### src/tieo_pkg.sv
`default_nettype none
package tieo_pkg;

    // ------------------------------------------------------------
    // register offsets (printed, not word aligned: kept as indices)
    // ------------------------------------------------------------
    localparam logic [31:0] OFS_CAPTURE_EDGE_SELECT = 32'hfffff593;
    localparam logic [31:0] OFS_EVENT_TRIGGER_EDGE_SELECT = 32'hfffff594;
    localparam logic [31:0] OFS_CAPTURE_OPTION_OVERFLOW = 32'h0ffff595;
    localparam logic [31:0] OFS_TIMER_CONTROL_ONE = 32'h0ffff591;
    localparam logic [31:0] OFS_CAPTURE_COMPARE_ZERO = 32'h0ffff596;
    localparam logic [31:0] OFS_COUNT_READ = 32'h0ffff597;
    // decoded from PADDR[13:2]: byte address is four times the index
    localparam int IDX_W = 12;

    // ------------------------------------------------------------
    // field positions
    // ------------------------------------------------------------
    localparam int CTL_TIMER_ENABLE_BIT = 7;
    localparam int CTL_EXTERNAL_EVENT_ENABLE_BIT = 5;
    localparam int CTL_MODE_LSB = 0;
    localparam int CAP1_EDGE_LSB = 2;
    localparam int CAP0_EDGE_LSB = 0;
    localparam int EVENT_EDGE_LSB = 2;
    localparam int TRIGGER_EDGE_LSB = 0;
    localparam int CCR1_CAPTURE_SELECT_BIT = 5;
    localparam int CCR0_CAPTURE_SELECT_BIT = 4;
    localparam int OVERFLOW_FLAG_BIT = 0;

    // ------------------------------------------------------------
    // reset values and counts
    // ------------------------------------------------------------
    localparam logic [7:0] BYTE_REG_RESET = 8'h00;
    localparam logic [15:0] CCR0_RESET = 16'h0000;
    localparam logic [15:0] COUNT_MAX = 16'hffff;
    localparam logic [15:0] COUNT_ZERO = 16'h0000;

    // ------------------------------------------------------------
    // timer modes and edge codes
    // ------------------------------------------------------------
    localparam logic [2:0] MODE_INTERVAL = 3'h0;
    localparam logic [2:0] MODE_EVENT_COUNT = 3'h1;
    localparam logic [2:0] MODE_TRIGGER_PULSE = 3'h2;
    localparam logic [2:0] MODE_ONE_SHOT = 3'h3;
    localparam logic [2:0] MODE_PWM = 3'h4;
    localparam logic [2:0] MODE_FREE_RUN = 3'h5;
    localparam logic [2:0] MODE_PULSE_WIDTH = 3'h6;
    localparam logic [1:0] EDGE_NONE = 2'h0;
    localparam logic [1:0] EDGE_RISE = 2'h1;
    localparam logic [1:0] EDGE_FALL = 2'h2;
    localparam logic [1:0] EDGE_BOTH = 2'h3;

    typedef struct packed {
        logic overflow_irq;
        logic capture1_strobe;
        logic trigger_strobe;
        logic ccr0_capture_mode;
        logic ccr1_capture_mode;
    } tieo_evt_s;

endpackage
`default_nettype wire

### src/tieo_ctrl.sv
// The APB interface to the registers was chosen for this implementation.
`timescale 1ns/1ps
`default_nettype none

// Overview of operation
// - capture input one edge field: 00 none, 01 rise, 10 fall, 11 both
// - capture input zero edge field in bits 1:0, same encoding
// - capture edges act only in free-running and pulse width modes
// - event count edge field at bits 3:2 selects none, rise, fall, both
// - trigger edge field at bits 1:0 selects none, rise, fall, both on pin zero
// - event edges honoured only with event enable set or event count mode
// - trigger edges honoured only in trigger pulse or one-shot mode
// - option bit 5 makes register one capture, free-running mode only
// - option bit 4 makes register zero capture, free-running mode only
// - overflow flag sets on wrap to zero in free-running or pulse width mode
// - overflow interrupt fires with the flag, never in other modes
// - overflow flag clears on software write of zero or while disabled
// - reading the flag or option register leaves the flag unchanged
// - writing one to the overflow flag has no effect
// - register zero: selectable in free-running, capture in pulse width, else compare
// - register zero is read and written live, as 16 bits, resets to zero
// - byte registers accessible by byte, reset to zero
// - clearing enable resets counter, event strobes and overflow flag
// - with event enable the counter advances on event edges
module tieo_ctrl (
    input wire logic CLK,
    input wire logic RST_N,
    input wire logic PSEL,
    input wire logic PENABLE,
    input wire logic PWRITE,
    input wire logic [31:0] PADDR,
    input wire logic [31:0] PWDATA,
    input wire logic [3:0] PSTRB,
    output logic [31:0] PRDATA,
    output logic PREADY,
    output logic PSLVERR,
    input wire logic INPUT_PIN_ZERO,
    input wire logic INPUT_PIN_ONE,
    input wire logic COUNT_TICK,
    output logic [15:0] COUNT_VALUE,
    output logic [15:0] CAPTURE_ZERO_VALUE,
    output tieo_pkg::tieo_evt_s TIMER_EVENTS
);
    import tieo_pkg::*;

    // ------------------------------------------------------------
    // state
    // ------------------------------------------------------------
    typedef struct packed {
        logic [1:0] meta;
        logic [1:0] sync;
        logic [1:0] prev;
        logic tmr_en;
        logic ext_evt_en;
        logic [2:0] mode;
        logic [3:0] cap_edge;
        logic [3:0] evt_edge;
        logic ccs1;
        logic ccs0;
        logic ovf;
        logic [15:0] ccr0;
        logic [15:0] count;
        logic [31:0] prdata;
        logic err;
        tieo_evt_s evt;
    } tieo_state_s;

    tieo_state_s r;
    tieo_state_s next_r;

    // bits 1:0 = falling, rising enable; both set gives both edges
    function automatic logic edge_hit(input logic [1:0] sel, input logic prv,
                                      input logic cur);
        edge_hit = (sel[0] & cur & ~prv) | (sel[1] & ~cur & prv);
    endfunction

    function automatic logic idx_is(input logic [31:0] adr, input logic [31:0] ofs);
        idx_is = (adr[IDX_W+1:2] == ofs[IDX_W-1:0]);
    endfunction

    // ------------------------------------------------------------
    // mode decode and edge events
    // ------------------------------------------------------------
    logic is_fr;
    logic is_pw;
    logic is_evt;
    logic cap_ok;
    logic evt_ok;
    logic cap0_hit;
    logic cap1_hit;
    logic evt_hit;
    logic trig_hit;
    logic ccr0_cap_sel;
    logic ccr1_cap_sel;
    logic tick;
    logic ovf_set;

    assign is_fr = (r.mode == MODE_FREE_RUN);
    assign is_pw = (r.mode == MODE_PULSE_WIDTH);
    assign is_evt = (r.mode == MODE_EVENT_COUNT);
    assign cap_ok = r.tmr_en & (is_fr | is_pw);
    assign evt_ok = r.tmr_en & (r.ext_evt_en | is_evt);
    // edges use the second and third stages only
    assign cap0_hit = cap_ok & edge_hit(r.cap_edge[CAP0_EDGE_LSB +: 2],
                                        r.prev[0], r.sync[0]);
    assign cap1_hit = cap_ok & edge_hit(r.cap_edge[CAP1_EDGE_LSB +: 2],
                                        r.prev[1], r.sync[1]);
    assign evt_hit = evt_ok & edge_hit(r.evt_edge[EVENT_EDGE_LSB +: 2],
                                       r.prev[0], r.sync[0]);
    assign trig_hit = r.tmr_en
        & (r.mode == MODE_TRIGGER_PULSE | r.mode == MODE_ONE_SHOT)
        & edge_hit(r.evt_edge[TRIGGER_EDGE_LSB +: 2], r.prev[0], r.sync[0]);
    assign ccr0_cap_sel = is_pw | (is_fr & r.ccs0);
    assign ccr1_cap_sel = is_pw | (is_fr & r.ccs1);
    // event edges replace the internal count clock
    assign tick = (r.ext_evt_en | is_evt) ? evt_hit : (r.tmr_en & COUNT_TICK);
    assign ovf_set = tick & (r.count == COUNT_MAX) & (is_fr | is_pw);

    // ------------------------------------------------------------
    // bus decode
    // ------------------------------------------------------------
    logic setup;
    logic wr;
    logic hit_ctl;
    logic hit_cap;
    logic hit_et;
    logic hit_opt;
    logic hit_ccr;
    logic hit_cnt;

    assign setup = PSEL & ~PENABLE;
    assign wr = PSEL & PENABLE & PWRITE;
    assign hit_ctl = idx_is(PADDR, OFS_TIMER_CONTROL_ONE);
    assign hit_cap = idx_is(PADDR, OFS_CAPTURE_EDGE_SELECT);
    assign hit_et = idx_is(PADDR, OFS_EVENT_TRIGGER_EDGE_SELECT);
    assign hit_opt = idx_is(PADDR, OFS_CAPTURE_OPTION_OVERFLOW);
    assign hit_ccr = idx_is(PADDR, OFS_CAPTURE_COMPARE_ZERO);
    assign hit_cnt = idx_is(PADDR, OFS_COUNT_READ);

    // ------------------------------------------------------------
    // next state
    // ------------------------------------------------------------
    always_comb
    begin
        next_r = r;
        next_r.meta = {INPUT_PIN_ONE, INPUT_PIN_ZERO};
        next_r.sync = r.meta;
        next_r.prev = r.sync;

        // read data latched in setup; reads have no side effect
        if (setup)
        begin
            next_r.err = ~(hit_ctl | hit_cap | hit_et | hit_opt | hit_ccr | hit_cnt);
            next_r.prdata = 32'h0000_0000;
            if (hit_ctl)
            begin
                next_r.prdata[CTL_TIMER_ENABLE_BIT] = r.tmr_en;
                next_r.prdata[CTL_EXTERNAL_EVENT_ENABLE_BIT] = r.ext_evt_en;
                next_r.prdata[CTL_MODE_LSB +: 3] = r.mode;
            end
            else if (hit_cap)
            begin
                next_r.prdata[3:0] = r.cap_edge;
            end
            else if (hit_et)
            begin
                next_r.prdata[3:0] = r.evt_edge;
            end
            else if (hit_opt)
            begin
                // unused option bits always read zero
                next_r.prdata[CCR1_CAPTURE_SELECT_BIT] = r.ccs1;
                next_r.prdata[CCR0_CAPTURE_SELECT_BIT] = r.ccs0;
                next_r.prdata[OVERFLOW_FLAG_BIT] = r.ovf;
            end
            else if (hit_ccr)
            begin
                next_r.prdata[15:0] = r.ccr0;
            end
            else if (hit_cnt)
            begin
                next_r.prdata[15:0] = r.count;
            end
        end

        // byte registers take lane 0
        if (wr && PSTRB[0])
        begin
            if (hit_ctl)
            begin
                next_r.tmr_en = PWDATA[CTL_TIMER_ENABLE_BIT];
                next_r.ext_evt_en = PWDATA[CTL_EXTERNAL_EVENT_ENABLE_BIT];
                next_r.mode = PWDATA[CTL_MODE_LSB +: 3];
            end
            if (hit_cap)
            begin
                next_r.cap_edge = PWDATA[3:0];
            end
            if (hit_et)
            begin
                next_r.evt_edge = PWDATA[3:0];
            end
            if (hit_opt)
            begin
                next_r.ccs1 = PWDATA[CCR1_CAPTURE_SELECT_BIT];
                next_r.ccs0 = PWDATA[CCR0_CAPTURE_SELECT_BIT];
                // a one leaves the flag as it is
                next_r.ovf = r.ovf & PWDATA[OVERFLOW_FLAG_BIT];
            end
        end

        // only a full halfword write lands
        if (wr && hit_ccr && PSTRB[1:0] == 2'h3)
        begin
            next_r.ccr0 = PWDATA[15:0];
        end
        // capture beats a simultaneous software write
        if (cap0_hit && ccr0_cap_sel)
        begin
            next_r.ccr0 = r.count;
        end

        // counter
        if (!r.tmr_en)
        begin
            next_r.count = COUNT_ZERO;
        end
        else if (is_pw && ((cap0_hit && ccr0_cap_sel) || (cap1_hit && ccr1_cap_sel)))
        begin
            next_r.count = COUNT_ZERO;
        end
        else if (tick)
        begin
            next_r.count = r.count + 16'h0001;
        end

        // hardware set wins over a software clear
        if (ovf_set)
        begin
            next_r.ovf = 1'b1;
        end
        if (!r.tmr_en)
        begin
            next_r.ovf = 1'b0;
        end

        next_r.evt.overflow_irq = ovf_set;
        next_r.evt.capture1_strobe = cap1_hit & ccr1_cap_sel;
        next_r.evt.trigger_strobe = trig_hit;
        next_r.evt.ccr0_capture_mode = ccr0_cap_sel;
        next_r.evt.ccr1_capture_mode = ccr1_cap_sel;
    end

    // ------------------------------------------------------------
    // registers
    // ------------------------------------------------------------
    always_ff @(posedge CLK or negedge RST_N)
    begin
        if (!RST_N)
        begin
            r <= '0;
        end
        else
        begin
            r <= next_r;
        end
    end

    // zero wait states: the answer stands in the access phase
    assign PREADY = 1'b1;
    assign PRDATA = r.prdata;
    assign PSLVERR = r.err & PSEL & PENABLE;
    assign COUNT_VALUE = r.count;
    assign CAPTURE_ZERO_VALUE = r.ccr0;
    assign TIMER_EVENTS = r.evt;
endmodule
`default_nettype wire

### config.mk
export PLATFORM = sky130hd
export DESIGN_NAME = tieo_ctrl
export DESIGN_NICKNAME = d
export VERILOG_FILES = /design/src/tieo_pkg.sv /design/src/tieo_ctrl.sv
export SDC_FILE = /design/constraint.sdc
export NUM_CORES = 1
export LEC_CHECK = 0
export ABC_AREA = 1
export BUFFER_PORTS_ARGS = -buffer_cell sky130_fd_sc_hd__buf_2
export CORE_AREA = 4 4 111 92
export DETAILED_ROUTE_END_ITERATION = 12
export DIE_AREA = 0 0 115 96
export PLACE_DENSITY_LB_ADDON = 0.12
export SYNTH_ARGS = -nofsm -noshare
export SYNTH_HDL_FRONTEND = slang
export SYNTH_SLANG_ARGS = --single-unit
### constraint.sdc
create_clock -name CLK -period 1.83 [get_ports CLK]
set_input_delay 0 -clock CLK [delete_from_list [all_inputs] [get_ports CLK]]
set_output_delay 0 -clock CLK [all_outputs]
set_load 0.005 [all_outputs]
==> results.rst <==
.. list-table::
   :header-rows: 1

   * - Metric
     - Value
   * - Outcome
     - finished, final reports clean
   * - Initial antenna violation count
     - 0
   * - Number of remaining DRC errors
     - 0
   * - Number of top-level design ports
     - 147
   * - Most frequent standard cell in the layout excluding fill and tap cells
     - sky130_fd_sc_hd__nand2_1
   * - Classification of the worst setup path
     - flip-flop to flip-flop
   * - # placed instances
     - 757
   * - Max capacitance violation total
     - 0
   * - Fin area
     - between 0.005 and 0.006 mm2
   * - Count of routing violations after the opening detailed-route iteration
     - 268
   * - Die Area
     - 0.0110 mm2
   * - Total half-perimeter wirelength after legalization and detailed placement
     - between 8000 and 9000 um
   * - Total Routing Usage GR
     - 21.5%
   * - Share of the clock period used by the worst path after layout
     - 92.3%
   * - Slew at the pin with the worst max-slew slack
     - 0.688 ns
   * - Post-Synthesis Mean Instance Area
     - 7.60 um2
   * - Worst slack after detailed placement
     - 0.113 ns
   * - Overall via count from detail_route
     - between 4,000 and 5,000
   * - Type of element capturing the critical path
     - flip-flop
   * - Mapped cell area
     - 0.00460 mm2
   * - Hold crit path type
     - input port to flip-flop
   * - Number of setup violations in the final report
     - 0
   * - Final weighted congestion in routability-driven placement
     - 0.872
   * - Latest clock arrival within the worst-skew pair
     - 0.34 ns
   * - Hold WS
     - 0.00443 ns
   * - Fraction of final layout cells sized beyond drive strength 1
     - between 20% and 30%
   * - Share of the yosys chip area belonging to registers
     - 41.4%
   * - Total gr overflow
     - 0
   * - Routed Wire Length
     - 11,700 um
   * - Synth warn
     - 0
   * - Slew Limit Fails
     - 0
   * - Flip-flop and latch count after synthesis
     - 76
   * - Pleak
     - 2.87 nW
   * - Input/output buffers
     - 91
   * - Largest net degree at the start of global routing
     - 77
   * - H-tree lvl count
     - 3
   * - Peak supply drop
     - 0.593 mV
   * - Post-route core utilization
     - 58.8%
   * - Vertical extent of the die
     - about 96 um
   * - Count of flip-flops with a built-in enable after synthesis
     - 0
   * - Core area
     - 0.00900 mm2
   * - Total power
     - 4.63 mW
   * - Worst setup skew after layout
     - 0.00766 ns
   * - Net total in the final layout
     - 745
   * - Detailed-routing iteration count for the pre-antenna-repair pass
     - 5
   * - CTS root buf
     - sky130_fd_sc_hd__clkbuf_16
   * - Synth Flop Type
     - sky130_fd_sc_hd__dfrtp_1
   * - Maximum buffer depth of the clock tree
     - 2
   * - Per-cell routed wire length
     - 14.9 um
   * - Worst path most repeated cell
     - sky130_fd_sc_hd__nand2_1
   * - Final ANT Viol Nets
     - 0
   * - Placed inst area
     - roughly 0.0048 mm2
   * - Number of clock sinks
     - 76
   * - Accumulated negative setup slack
     - 0 ns
   * - Crit start category
     - flip-flop
   * - Number of placement rows
     - 31
   * - Filler cell count in the final layout
     - 846
   * - Max Fanout on Critical Path
     - 11
   * - Total power divided by cell area
     - 874 mW/mm2
   * - Final instance count without filler cells
     - just under 800
   * - Cell count after synthesis
     - between 600 and 700
   * - Area growth syn-to-layout
     - 15.2%
   * - Maximum cell stage delay along the critical path
     - 0.44 ns
   * - Critical Path Slowest Stage Cell
     - sky130_fd_sc_hd__dfrtp_1
   * - Detailed-route vias per instance
     - between 5 and 6
   * - Via count of the first global-routing pass
     - 3,737
   * - Most used cells in the layout excluding fill and tap cells
     - 158 x sky130_fd_sc_hd__nand2_1, 90 x sky130_fd_sc_hd__buf_2, 76 x sky130_fd_sc_hd__dfrtp_1, 61 x sky130_fd_sc_hd__inv_1, 40 x sky130_fd_sc_hd__nand3_1
   * - Clock slew seen by the registers of the worst setup and hold paths
     - 0.06 ns
   * - Effective utilization at floorplan
     - 51.1%
   * - Normalized max-slew margin
     - 54.1%
   * - Die outline width
     - 115 um
   * - Fin. Hold Viols
     - 0
   * - Total CTS buffers
     - 9
   * - Wire length of the first global-routing pass
     - 18,500 um
   * - Final worst path period need
     - 1.69 ns
   * - Async set-or-reset flop fraction in the synthesized netlist
     - 100%
   * - Library cells used by synthesis
     - 36
   * - Peak clock frequency supported by timing
     - 592 MHz
   * - Endpoint arrival time on the critical path
     - 1.95 ns
   * - TritonCTS clock tree
     - built
   * - Critical Path, Cell by Cell
     - nor2_2 > nand2_1 > nand2_1 > inv_2 > nor2_4 > nand2_4 > buf_4 > inv_1 > nand2_1 > a21oi_2
   * - Required time at the endpoint of the critical path
     - 2.09 ns
   * - Number of antenna cells inserted
     - 0
   * - Worst Setup Slack, final
     - 0.141 ns
flip-flops by register name (all words and copies together) (netlist names):
name	flops
PRDATA	16
TIMER_EVENTS	5
COUNT_VALUE	16
CAPTURE_ZERO_VALUE	16
next_r	4
r	19
report_power, final:
group / switching (mW) / internal [mW] / leakage [nW] / total [mW]
combinational: 0.433 / 0.302 / 1.73 / 0.735
clock: 0.696 / 1.33 / 0.161 / 2.02
sequential: 0.103 / 1.77 / 0.978 / 1.87
total: 1.23 / 3.39 / 2.87 / 4.63
synth_stat cells, types with 2 or more instances:
cell / n / area, um2
sky130_fd_sc_hd__nor2_4: 2 / 22.5
sky130_fd_sc_hd__o21ai_0: 31 / 155
sky130_fd_sc_hd__dfrtp_1: 76 / 1900
sky130_fd_sc_hd__nor2_1: 40 / 150
sky130_fd_sc_hd__nand2_4: 3 / 33.8
sky130_fd_sc_hd__nand4_1: 14 / 87.6
sky130_fd_sc_hd__clkbuf_1: 4 / 15.0
sky130_fd_sc_hd__nand3b_1: 3 / 22.5
sky130_fd_sc_hd__buf_2: 5 / 25.0
sky130_fd_sc_hd__o22ai_1: 7 / 43.8
sky130_fd_sc_hd__o211ai_1: 4 / 30.0
sky130_fd_sc_hd__inv_1: 61 / 229
sky130_fd_sc_hd__buf_6: 5 / 56.3
sky130_fd_sc_hd__conb_1: 2 / 7.51
sky130_fd_sc_hd__nor2_2: 8 / 50.1
sky130_fd_sc_hd__nand3_2: 2 / 20.0
sky130_fd_sc_hd__nand2_2: 5 / 31.3
sky130_fd_sc_hd__a21oi_1: 15 / 75.1
sky130_fd_sc_hd__nor3_1: 7 / 35.0
sky130_fd_sc_hd__nand2_1: 160 / 601
sky130_fd_sc_hd__nand3_1: 40 / 200
sky130_fd_sc_hd__a21oi_2: 2 / 17.5
sky130_fd_sc_hd__inv_2: 3 / 11.3
sky130_fd_sc_hd__o21ai_1: 20 / 100
sky130_fd_sc_hd__buf_4: 71 / 533
sky130_fd_sc_hd__xor2_1: 5 / 43.8
layout make-up:
cell class / instances / area (um2) / share of cell area [%]
clock buffer: 9 / 225 / 4.25
timing repair buffer: 122 / 742 / 14.0
tap: 115 / 144 / 2.72
inverter: 64 / 240 / 4.54
multi-input combinational: 395 / 1930 / 36.4
clock inverter: 7 / 115 / 2.17
sequential: 76 / 1900 / 35.9
final timing paths:
kind	from	end	slack (ns)	depth (start not counted)
max in group asynchronous	RST_N	PRDATA[5]$_DFFE_PN0P_	1.28	3
hold reg to reg	next_r[89]$_DFF_PN0_	next_r[87]$_DFF_PN0_	0.35	0
hold / removal	PWDATA[14]	CAPTURE_ZERO_VALUE[14]$_DFFE_PN0P_	0.004	5
min in group asynchronous	RST_N	PRDATA[3]$_DFFE_PN0P_	0.21	3
setup / recovery	r[81]$_DFFE_PN0P_	CAPTURE_ZERO_VALUE[11]$_DFFE_PN0P_	0.14	10
setup reg to reg	r[81]$_DFFE_PN0P_	CAPTURE_ZERO_VALUE[11]$_DFFE_PN0P_	0.14	10
layer usage:
metal / GRT usage (%) / wire, um / share of wire, % / up-vias
met3: 5.03 / 868 / 7.4 / 11
met5: 0 / 0 / 0 / -
met2: 32.4 / 5180 / 44 / 140
met4: 5.87 / 128 / 1.1 / 0
li1: - / - / - / 1993
met1: 31.1 / 5540 / 47 / 1890
repair_timing:
item / CTS / global route
resized for setup: 0 / 11
buffers inserted: 0 / 1
hold endpoints to repair: 91 / 0
hold buffers: 14 / 0
endpoints found under the setup margin: 0 / 16
cells by family (layout without fill, tap and decap cells):
group / Yosys count / count (layout) / share of synthesized area, %
AO/OA/AOI/OAI: 84 / 84 / 9.99
flip-flops: 76 / 76 / 41.4
adder cells (fa/ha/maj): 1 / 1 / 0.272
other: 2 / 17 / 0.163
buffers and inverters: 149 / 202 / 18.9
AND/OR/NAND/NOR: 288 / 288 / 28.3
XOR/XNOR: 5 / 5 / 0.953
critical path, delay by kind of cell, from the launching register on:
kind | cells | cell delay, ns
AOI/OAI and AO/OA | 1 | 0.14
buffers and inverters | 3 | 0.36
DFF | 1 | 0.44
and+or+nand+nor | 6 | 0.68
(Power assumes the default switching activity.)
